`config.mk`:
```
export PLATFORM = sky130hd
export DESIGN_NAME = rspc_top
export DESIGN_NICKNAME = d
export VERILOG_FILES = /design/src/pkg/rspc_pkg.sv /design/src/logic/rspc_top.sv /design/src/logic/rspc_sync.sv /design/src/logic/rspc_delay.sv
export SDC_FILE = /design/constraint.sdc
export NUM_CORES = 1
export LEC_CHECK = 0
export BUFFER_PORTS_ARGS = -buffer_cell sky130_fd_sc_hd__buf_2
export CORE_ASPECT_RATIO = 1.4
export CORE_UTILIZATION = 53
export DETAILED_ROUTE_END_ITERATION = 6
export GPL_TIMING_DRIVEN = 1
export PLACE_DENSITY = 0.81
export SETUP_SLACK_MARGIN = 0.15
export SLEW_MARGIN = 20
export SYNTH_ARGS = -nofsm -noshare
export SYNTH_HDL_FRONTEND = slang
export SYNTH_SLANG_ARGS = --single-unit
```
`constraint.sdc`:
```
create_clock -name clock -period 3.84 [get_ports clock]
set_input_delay 0.576 -clock clock [delete_from_list [all_inputs] [get_ports clock]]
set_output_delay 0.576 -clock clock [all_outputs]
set_load 0.005 [all_outputs]
```
`src/pkg/rspc_pkg.sv`:
```
// constants for the reset and sleep power control block
// assumes one 40 MHz system clock and an AHB-Lite master for software access
package rspc_pkg;
  localparam int CLK_MHZ = 40;
  localparam int REF_STARTUP_US = 70;
  localparam int REF_STARTUP_CYC = REF_STARTUP_US * CLK_MHZ;
  localparam int TOUT_SHORT_CYC = 16;
  localparam int TOUT_LONG_CYC = 4096;
  localparam logic [31:0] OFS_CAUSE = 32'h0000_0000;
  localparam logic [31:0] OFS_CTRL = 32'h0000_0004;
  localparam logic [31:0] OFS_STATUS = 32'h0000_0008;
  localparam int BIT_PORF = 0;
  localparam int BIT_EXTRF = 1;
  localparam int BIT_BORF = 2;
  localparam int BIT_WDRF = 3;
  localparam int BIT_JTRF = 4;
  localparam int BIT_SM2 = 5;
  localparam int BIT_SCANDIS = 7;
  localparam int BIT_ACD = 0;
  localparam int BIT_ACBG = 1;
  localparam int BIT_SLEEP = 2;
  localparam int POS_SM = 4;
  localparam logic [7:0] CAUSE_RST = 8'h00;
  localparam logic [7:0] CTRL_RST = 8'h00;
  localparam logic [2:0] SM_IDLE = 3'h0;
  localparam logic [2:0] SM_PDOWN = 3'h2;
  localparam logic [2:0] SM_PSAVE = 3'h3;
  localparam logic [2:0] SM_STBY = 3'h6;
  localparam logic [2:0] SM_XSTBY = 3'h7;
  typedef enum logic [1:0] {RSPC_HOLD, RSPC_COUNT, RSPC_RUN} rspc_state_e;
endpackage

```
`src/logic/rspc_top.sv`:
```
// reset combiner, reset stretcher, reset cause flags and sleep power enables
// assumes analog detectors give levels asynchronous to clock; clock runs from the
// oscillator that the stretched reset gates; powerOnLow also resets this block
//
// The register offsets and register access over AHB-Lite were left to the implementer.
`timescale 1ns/1ps
`default_nettype none
module rspc_top #(
  parameter int TOUT_LONG = rspc_pkg::TOUT_LONG_CYC,
  parameter int REF_STARTUP = rspc_pkg::REF_STARTUP_CYC
) (
  input wire logic clock,
  input wire logic rst,
  input wire logic clockEn,
  input wire logic hclk_unused,
  input wire logic hsel,
  input wire logic [31:0] haddr,
  input wire logic [1:0] htrans,
  input wire logic hwrite,
  input wire logic [2:0] hsize,
  input wire logic [31:0] hwdata,
  input wire logic hready,
  output logic [31:0] hrdata,
  output logic hreadyout,
  output logic hresp,
  input wire logic powerOnLow,
  input wire logic resetPin_n,
  input wire logic wdtExpire,
  input wire logic wdtEnable,
  input wire logic brownoutLow,
  input wire logic [2:0] brownout_level_fuses,
  input wire logic scanResetReg,
  input wire logic debug_enable_fuse,
  input wire logic scan_port_enable_fuse,
  input wire logic [3:0] clock_select_fuses,
  output logic portReset,
  output logic internalReset,
  output logic comparatorEn,
  output logic vrefEn,
  output logic vrefValid,
  output logic brownoutEn,
  output logic wdtRunEn,
  output logic inputBufEn,
  output logic wakeBufEn,
  output logic mainClockEn,
  output logic debugActive,
  output logic [2:0] sleepModeOut
);
  localparam int CW = $clog2(TOUT_LONG + 1) + 1;
  localparam int RW = $clog2(REF_STARTUP + 1) + 1;

  logic [7:0] causeReg;
  logic [7:0] ctrlReg;
  logic brownoutOn;
  logic borSrc;
  logic wdtSrc;
  logic anySource;
  logic pinLowSync;
  logic borSync;
  logic wdtSync;
  logic scanSync;
  logic wdtPrev;
  logic wdtPulse;
  logic wdtPulseQ;
  logic delayHold;
  logic delayDone;
  logic [CW-1:0] toutLimit;
  logic relSync;
  logic [2:0] sleepSel;
  logic sleeping;
  logic ioClockStopped;
  logic [RW-1:0] refCount;
  logic reqValid;
  logic reqWrite;
  logic [31:0] reqAddr;

  // sleep selector: bit 2 lives in the cause register, bits 1:0 in control
  function automatic logic sleep_stops_io(input logic [2:0] sm);
    sleep_stops_io = (sm != rspc_pkg::SM_IDLE);
  endfunction

  assign brownoutOn = (brownout_level_fuses != 3'h7);
  assign brownoutEn = brownoutOn;
  assign borSrc = brownoutOn & brownoutLow;
  assign wdtSrc = wdtEnable & wdtExpire;

  // async assert keeps reset working with the clock stopped
  assign anySource = powerOnLow | ~resetPin_n | borSrc | wdtPulse | scanResetReg;
  assign portReset = anySource;

  // pin stage resets to idle so no false external flag follows reset; relSync covers the hold
  rspc_sync #(.INIT(1'b0)) uPin (.clock(clock), .rst(rst), .din(~resetPin_n), .dout(pinLowSync));
  rspc_sync #(.INIT(1'b0)) uBor (.clock(clock), .rst(rst), .din(borSrc), .dout(borSync));
  rspc_sync #(.INIT(1'b0)) uWdt (.clock(clock), .rst(rst), .din(wdtSrc), .dout(wdtSync));
  rspc_sync #(.INIT(1'b0)) uScan (.clock(clock), .rst(rst), .din(scanResetReg), .dout(scanSync));

  // one-cycle watchdog pulse from a rising expiry
  always_ff @(posedge clock or posedge rst) begin
    if (rst) begin
      wdtPrev <= 1'b0;
      wdtPulseQ <= 1'b0;
    end else if (clockEn) begin
      wdtPrev <= wdtSync;
      wdtPulseQ <= wdtSync & ~wdtPrev;
    end
  end
  assign wdtPulse = wdtPulseQ;

  // short timeout for the fast clock choices, long one otherwise
  assign toutLimit = (clock_select_fuses[3]) ? CW'(TOUT_LONG) : CW'(rspc_pkg::TOUT_SHORT_CYC);
  // counter held while any source stands; its fall starts the count
  assign delayHold = pinLowSync | borSync | wdtPulseQ | scanSync | ~relSync;

  rspc_delay #(.WIDTH(CW)) uDelay (
    .clock(clock),
    .rst(rst),
    .clockEn(clockEn),
    .hold(delayHold),
    .limit(toutLimit),
    .done(delayDone)
  );

  // power-on source clears this at once; release waits two edges
  rspc_sync #(.INIT(1'b0)) uRel (.clock(clock), .rst(rst | powerOnLow), .din(1'b1), .dout(relSync));

  // every source but the watchdog sets the internal reset at once, even with the clock stopped
  logic resetAsync;
  assign resetAsync = rst | anySource;
  always_ff @(posedge clock or posedge resetAsync) begin
    if (resetAsync) begin
      internalReset <= 1'b1;
    end else if (clockEn) begin
      // hold term covers the cycle before the counter sees a short watchdog pulse
      internalReset <= ~delayDone | delayHold;
    end
  end
  // internalReset goes to the core: it clears I/O registers and restarts at the vector

  // AHB-Lite slave, zero wait states
  always_ff @(posedge clock or posedge rst) begin
    if (rst) begin
      reqValid <= 1'b0;
      reqWrite <= 1'b0;
      reqAddr <= 32'h0000_0000;
    end else if (clockEn && hready) begin
      reqValid <= hsel & htrans[1];
      reqWrite <= hwrite;
      reqAddr <= haddr;
    end
  end
  assign hreadyout = 1'b1;
  assign hresp = 1'b0;

  // cause flags: hardware set wins over a software zero in the same cycle
  always_ff @(posedge clock or posedge rst) begin
    if (rst) begin
      causeReg <= rspc_pkg::CAUSE_RST;
    end else if (clockEn) begin
      if (reqValid && reqWrite && reqAddr == rspc_pkg::OFS_CAUSE) begin
        causeReg <= hwdata[7:0] & causeReg | (hwdata[7:0] & {1'b1, 1'b1, 1'b1, 5'h00});
      end
      if (powerOnLow) begin
        causeReg[rspc_pkg::BIT_JTRF:rspc_pkg::BIT_EXTRF] <= 4'h0;
        causeReg[rspc_pkg::BIT_PORF] <= 1'b1;
      end else begin
        if (pinLowSync) causeReg[rspc_pkg::BIT_EXTRF] <= 1'b1;
        if (borSync) causeReg[rspc_pkg::BIT_BORF] <= 1'b1;
        if (wdtPulseQ) causeReg[rspc_pkg::BIT_WDRF] <= 1'b1;
        if (scanSync) causeReg[rspc_pkg::BIT_JTRF] <= 1'b1;
      end
    end
  end

  always_ff @(posedge clock or posedge rst) begin
    if (rst) begin
      ctrlReg <= rspc_pkg::CTRL_RST;
    end else if (clockEn) begin
      if (reqValid && reqWrite && reqAddr == rspc_pkg::OFS_CTRL) begin
        ctrlReg <= hwdata[7:0];
      end else if (internalReset) begin
        ctrlReg[rspc_pkg::BIT_SLEEP] <= 1'b0;
      end
    end
  end

  always_ff @(posedge clock or posedge rst) begin
    if (rst) begin
      hrdata <= 32'h0000_0000;
    end else if (clockEn && hready) begin
      if (hsel && htrans[1] && !hwrite && haddr == rspc_pkg::OFS_CAUSE) begin
        hrdata <= {24'h000000, causeReg};
      end else if (hsel && htrans[1] && !hwrite && haddr == rspc_pkg::OFS_CTRL) begin
        hrdata <= {24'h000000, ctrlReg};
      end else if (hsel && htrans[1] && !hwrite && haddr == rspc_pkg::OFS_STATUS) begin
        hrdata <= {22'h0, vrefValid, debugActive, sleepSel, sleeping, internalReset, delayDone, portReset, brownoutOn};
      end else begin
        hrdata <= 32'h0000_0000;
      end
    end
  end

  // sleep power enables
  assign sleepSel = {causeReg[rspc_pkg::BIT_SM2], ctrlReg[rspc_pkg::POS_SM+1:rspc_pkg::POS_SM]};
  assign sleepModeOut = sleepSel;
  assign sleeping = ctrlReg[rspc_pkg::BIT_SLEEP];
  assign ioClockStopped = sleeping & sleep_stops_io(sleepSel);
  assign comparatorEn = ~ctrlReg[rspc_pkg::BIT_ACD] & ~ioClockStopped;
  assign vrefEn = brownoutOn | (comparatorEn & ctrlReg[rspc_pkg::BIT_ACBG]);
  assign wdtRunEn = wdtEnable;
  assign inputBufEn = ~ioClockStopped;
  assign wakeBufEn = 1'b1;
  assign debugActive = debug_enable_fuse & scan_port_enable_fuse & ~causeReg[rspc_pkg::BIT_SCANDIS];
  assign mainClockEn = ~sleeping | debugActive | (sleepSel == rspc_pkg::SM_STBY) | (sleepSel == rspc_pkg::SM_XSTBY)
    | (sleepSel == rspc_pkg::SM_IDLE);

  // reference start-up timer; stays valid across sleep while kept on
  always_ff @(posedge clock or posedge rst) begin
    if (rst) begin
      refCount <= '0;
    end else if (clockEn) begin
      if (!vrefEn) begin
        refCount <= '0;
      end else if (refCount < RW'(REF_STARTUP)) begin
        refCount <= refCount + 1'b1;
      end
    end
  end
  assign vrefValid = vrefEn & (refCount >= RW'(REF_STARTUP));

  a_wdt_pulse_one: assert property (@(posedge clock) disable iff (rst)
    clockEn && wdtPulseQ |=> !wdtPulseQ) else $error("watchdog pulse longer than one cycle");
  a_port_follows_src: assert property (@(posedge clock) disable iff (rst)
    anySource |-> portReset) else $error("port reset missed a source");
  a_src_holds_reset: assert property (@(posedge clock) disable iff (rst)
    anySource |=> internalReset) else $error("internal reset not asserted");
  a_no_early_release: assert property (@(posedge clock) disable iff (rst)
    $fell(internalReset) |-> $past(delayDone)) else $error("release before timeout");
  a_scan_holds: assert property (@(posedge clock) disable iff (rst)
    scanSync |=> internalReset) else $error("scan reset not held");
  a_comp_sleep_off: assert property (@(posedge clock) disable iff (rst)
    sleeping && sleepSel != rspc_pkg::SM_IDLE |-> !comparatorEn) else $error("comparator on in deep sleep");
  a_vref_need: assert property (@(posedge clock) disable iff (rst)
    vrefEn == (brownoutOn || (comparatorEn && ctrlReg[rspc_pkg::BIT_ACBG]))) else $error("reference enable wrong");
  a_debug_clock: assert property (@(posedge clock) disable iff (rst)
    debugActive |-> mainClockEn) else $error("main clock stopped with debug on");
  a_por_flag: assert property (@(posedge clock) disable iff (rst)
    clockEn && powerOnLow |=> causeReg[rspc_pkg::BIT_PORF] && !causeReg[rspc_pkg::BIT_WDRF]) else $error("power-on flags");
  a_vref_wait: assert property (@(posedge clock) disable iff (rst)
    $rose(vrefEn) |-> !vrefValid) else $error("reference valid too early");
endmodule // rspc_top
`default_nettype wire

```
`src/logic/rspc_sync.sv`:
```
// two-flop synchroniser with asynchronous assert, used for pin and reset release
// assumes the input may change at any time relative to clock
`timescale 1ns/1ps
`default_nettype none
module rspc_sync #(
  parameter logic INIT = 1'b0
) (
  input wire logic clock,
  input wire logic rst,
  input wire logic din,
  output logic dout
);
  logic stage1;
  always_ff @(posedge clock or posedge rst) begin
    if (rst) begin
      stage1 <= INIT;
      dout <= INIT;
    end else begin
      stage1 <= din;
      dout <= stage1;
    end
  end
endmodule // rspc_sync
`default_nettype wire

```
`src/logic/rspc_delay.sv`:
```
// delay counter that stretches the internal reset
// assumes hold is a level: the count stays cleared while it is held
`timescale 1ns/1ps
`default_nettype none
module rspc_delay #(
  parameter int WIDTH = 13
) (
  input wire logic clock,
  input wire logic rst,
  input wire logic clockEn,
  input wire logic hold,
  input wire logic [WIDTH-1:0] limit,
  output logic done
);
  logic [WIDTH-1:0] count;
  always_ff @(posedge clock or posedge rst) begin
    if (rst) begin
      count <= '0;
      done <= 1'b0;
    end else if (clockEn) begin
      if (hold) begin
        count <= '0;
        done <= 1'b0;
      end else if (count >= limit) begin
        done <= 1'b1;
      end else begin
        count <= count + 1'b1;
      end
    end
  end
endmodule // rspc_delay
`default_nettype wire

```
==> metrics.txt <==
post-CTS sizing 0; vias in the first global route 3669; Clock Skew between 0.006 and 0.007 ns; root buffer cell clkbuf_16; Post-synth EDFFs 0; largest net degree at the start of global routing 56; Filler cells 732; die height 117 µm; slew margin rel. 0.245; Via density 5.85; Critical Path AT 1.88 ns; global-route wire length before repair between 15000 and 20000 µm; Critical Path, Cell by Cell or3_1 > o211a_1 > clkinv_1 > buf_2; Routed WL per cell 16.7 µm; placer's final routability congestion estimate between 0.8 and 0.9; Buf+Inv Stages, Crit Path 2; leakage power 2.67 nW; Peak VDD IR 0.000312 V; die area 0.00987 mm²; CP max-delay cell dfrtp_1; share of layout cells above drive strength 1 0.279; Hold Path Class in2async; drt first pass iters 7; most area-hungry cell type in the Yosys netlist dfrtp_1; critical path's top delay family flip-flops; synthesized area 0.00502 mm²; Die X around 84 µm; CTS Sinks between 100 and 150; Rows 41; via count 3851; final hold vios 0; worst-case clock buffer depth 2; # hold bufs at CTS 0; DRC 4; TritonCTS clock tree built; grt ovf 0; DPL Wire Length 8080 µm; Period minus WS final 2.45 ns; Post-CTS Setup Repair Bufs 0; nets 643; Max-Cap Viols 0; GRT Resource Usage Total 0.236; PD cells 412 mW/mm²; worst-skew pair later-pin latency approximately 0.35 ns; outcome finished, violations left; pre-CTS setup slack 1.41 ns; Avg Cell Area, Syn between 10 and 15 µm²; Tightest Pin Transition 1.13 ns; drt total wl 11000 µm; Crit Path Category reg2out; # IOs about 140; crit share post-route 0.639; commonest non-fill, non-tap cells in the layout dfrtp_1, buf_2, nand2_1, mux2_2, a21oi_1; P&R area growth vs syn 13.2%; Final WS setup 1.39 ns; Critical Path Max Stage Delay 0.44 ns; fmax 408 MHz; antenna violations before repair 0; CP Max Fanout 8; post-route ant nets 0; 1st-iter DRT viols 284; crit path capture type primary output; total core area 0.00908 mm²; number of synthesized register bits 101; Primary FF master, synth dfrtp_1; H-tree depth 3; ANT cells 0; failing checks design-rule violations; CTS buffer count 9; Synth top area share 0.499; clk slew on worst S/H paths 0.07 ns; number of port buffers 81; asr flop ratio synth 1.00; required time of the critical path 3.26 ns; setup TNS 0 ns; crit path launch type flop; YS warnings 0; Initial Util 0.553; RSZ-0062 raised after global routing false; count of final max-slew check failures 0; post-synthesis sequential area ratio 0.504; largest cells by area after synthesis dfrtp_1, mux2_2, buf_4; Final setup viols 0; commonest non-fill, non-tap cell in the layout dfrtp_1; Yosys cell types 55; Syn Inst Count about 470
[final cells by class]
type / instances / area (µm²) / share of cell area
clock buffer: 10 / 229 / 0.0403
clock inverter: 6 / 46.3 / 0.00815
inverter: 15 / 57.6 / 0.0101
multi-input combinational: 335 / 2240 / 0.395
sequential: 101 / 2530 / 0.445
tap: 107 / 134 / 0.0236
timing repair buffer: 84 / 440 / 0.0775
[through the flow]
| step | power, mW | util | area [µm²] | instances | hold WS (ns) |
|---|---|---|---|---|---|
| 6_report | 2.34 | 0.626 | 5680 | 658 | 0.150 |
| 5_1_grt | 2.44 | 0.626 | 5680 | 658 | 0.167 |
| 3_3_place_gp | 1.48 | 0.595 | 5410 | 642 | 0.333 |
| 3_5_place_dp | 1.50 | 0.595 | 5410 | 642 | 0.338 |
| 4_1_cts | 2.35 | 0.626 | 5680 | 658 | 0.149 |
| 2_1_floorplan | 1.42 | - | 5110 | 497 | 0.331 |
[power breakdown]
group	switching [mW]	leakage (nW)	internal, mW
clock network	0.408	0.135	0.445
logic	0.141	1.24	0.122
registers	0.0693	1.29	1.15
total	0.619	2.67	1.72
[routing by layer]
| metal | up-vias | GRT usage | share of wire |
|---|---|---|---|
| li1 | 1815 | - | - |
| met1 | 1889 | 0.282 | 0.41 |
| met2 | 126 | 0.410 | 0.51 |
| met3 | 21 | 0.0470 | 0.051 |
| met4 | 0 | 0.117 | 0.026 |
| met5 | - | 0 | 0 |
[Yosys cell counts (all sizes together) (2+ instances only)]
library cell,count
or3,9
clkbuf,16
o31ai,16
nor3,2
o21ai,16
mux2,44
a21oi,30
a21o,5
o211ai,2
ha,6
nor2,25
o41ai,2
inv,14
conb,2
o21a,3
and4,3
nand2b,8
nor4bb,2
nor4,19
and3,6
nor4b,2
nand2,45
dfrtp,100
nand3,11
buf,30
mux2i,11
and2,3
nand4,8
o2bb2ai,2
or4,10
[sequential cells by signal (all words and copies together) (netlist names), 8 cells and up]
name	count
ctrlReg	8
reqAddr	32
uDelay.count	14
refCount	13
hrdata	10
causeReg	8
[cells by family after synthesis]
logic type	Yosys count	share of synthesized area
and+or+nand+nor	159	0.177
DFF	101	0.504
AOI/OAI and AO/OA	89	0.115
buffers and inverters	61	0.0673
muxes	55	0.121
adders and majority gates	6	0.0150
other	2	0.00150
[worst register-to-register path, stage by stage (launching register included)]
cell       delay [ns]
dfrtp_1          0.44
or3_1            0.43
o2111ai_1        0.92
nand4_1          0.26
o21ai_0          0.27
[final timing paths]
path                                              from                        to  slack, ns  cells after the start
max in group asynchronous                          rst   causeReg[2]$_DFFE_PP0P_       2.64                      3
worst min-delay path                               rst       uRel.dout$_DFF_PP0_       0.15                      2
min in group clock               uWdt.stage1$_DFF_PP0_       uWdt.dout$_DFF_PP0_       0.35                      0
worst max register to register  ctrlReg[5]$_DFFE_PP0P_  refCount[11]$_DFFE_PP0P_       1.43                      4
worst min register to register   uWdt.stage1$_DFF_PP0_       uWdt.dout$_DFF_PP0_       0.35                      0
worst max-delay path            ctrlReg[5]$_DFFE_PP0P_                    vrefEn       1.39                      4
(Power assumes the default switching activity.)
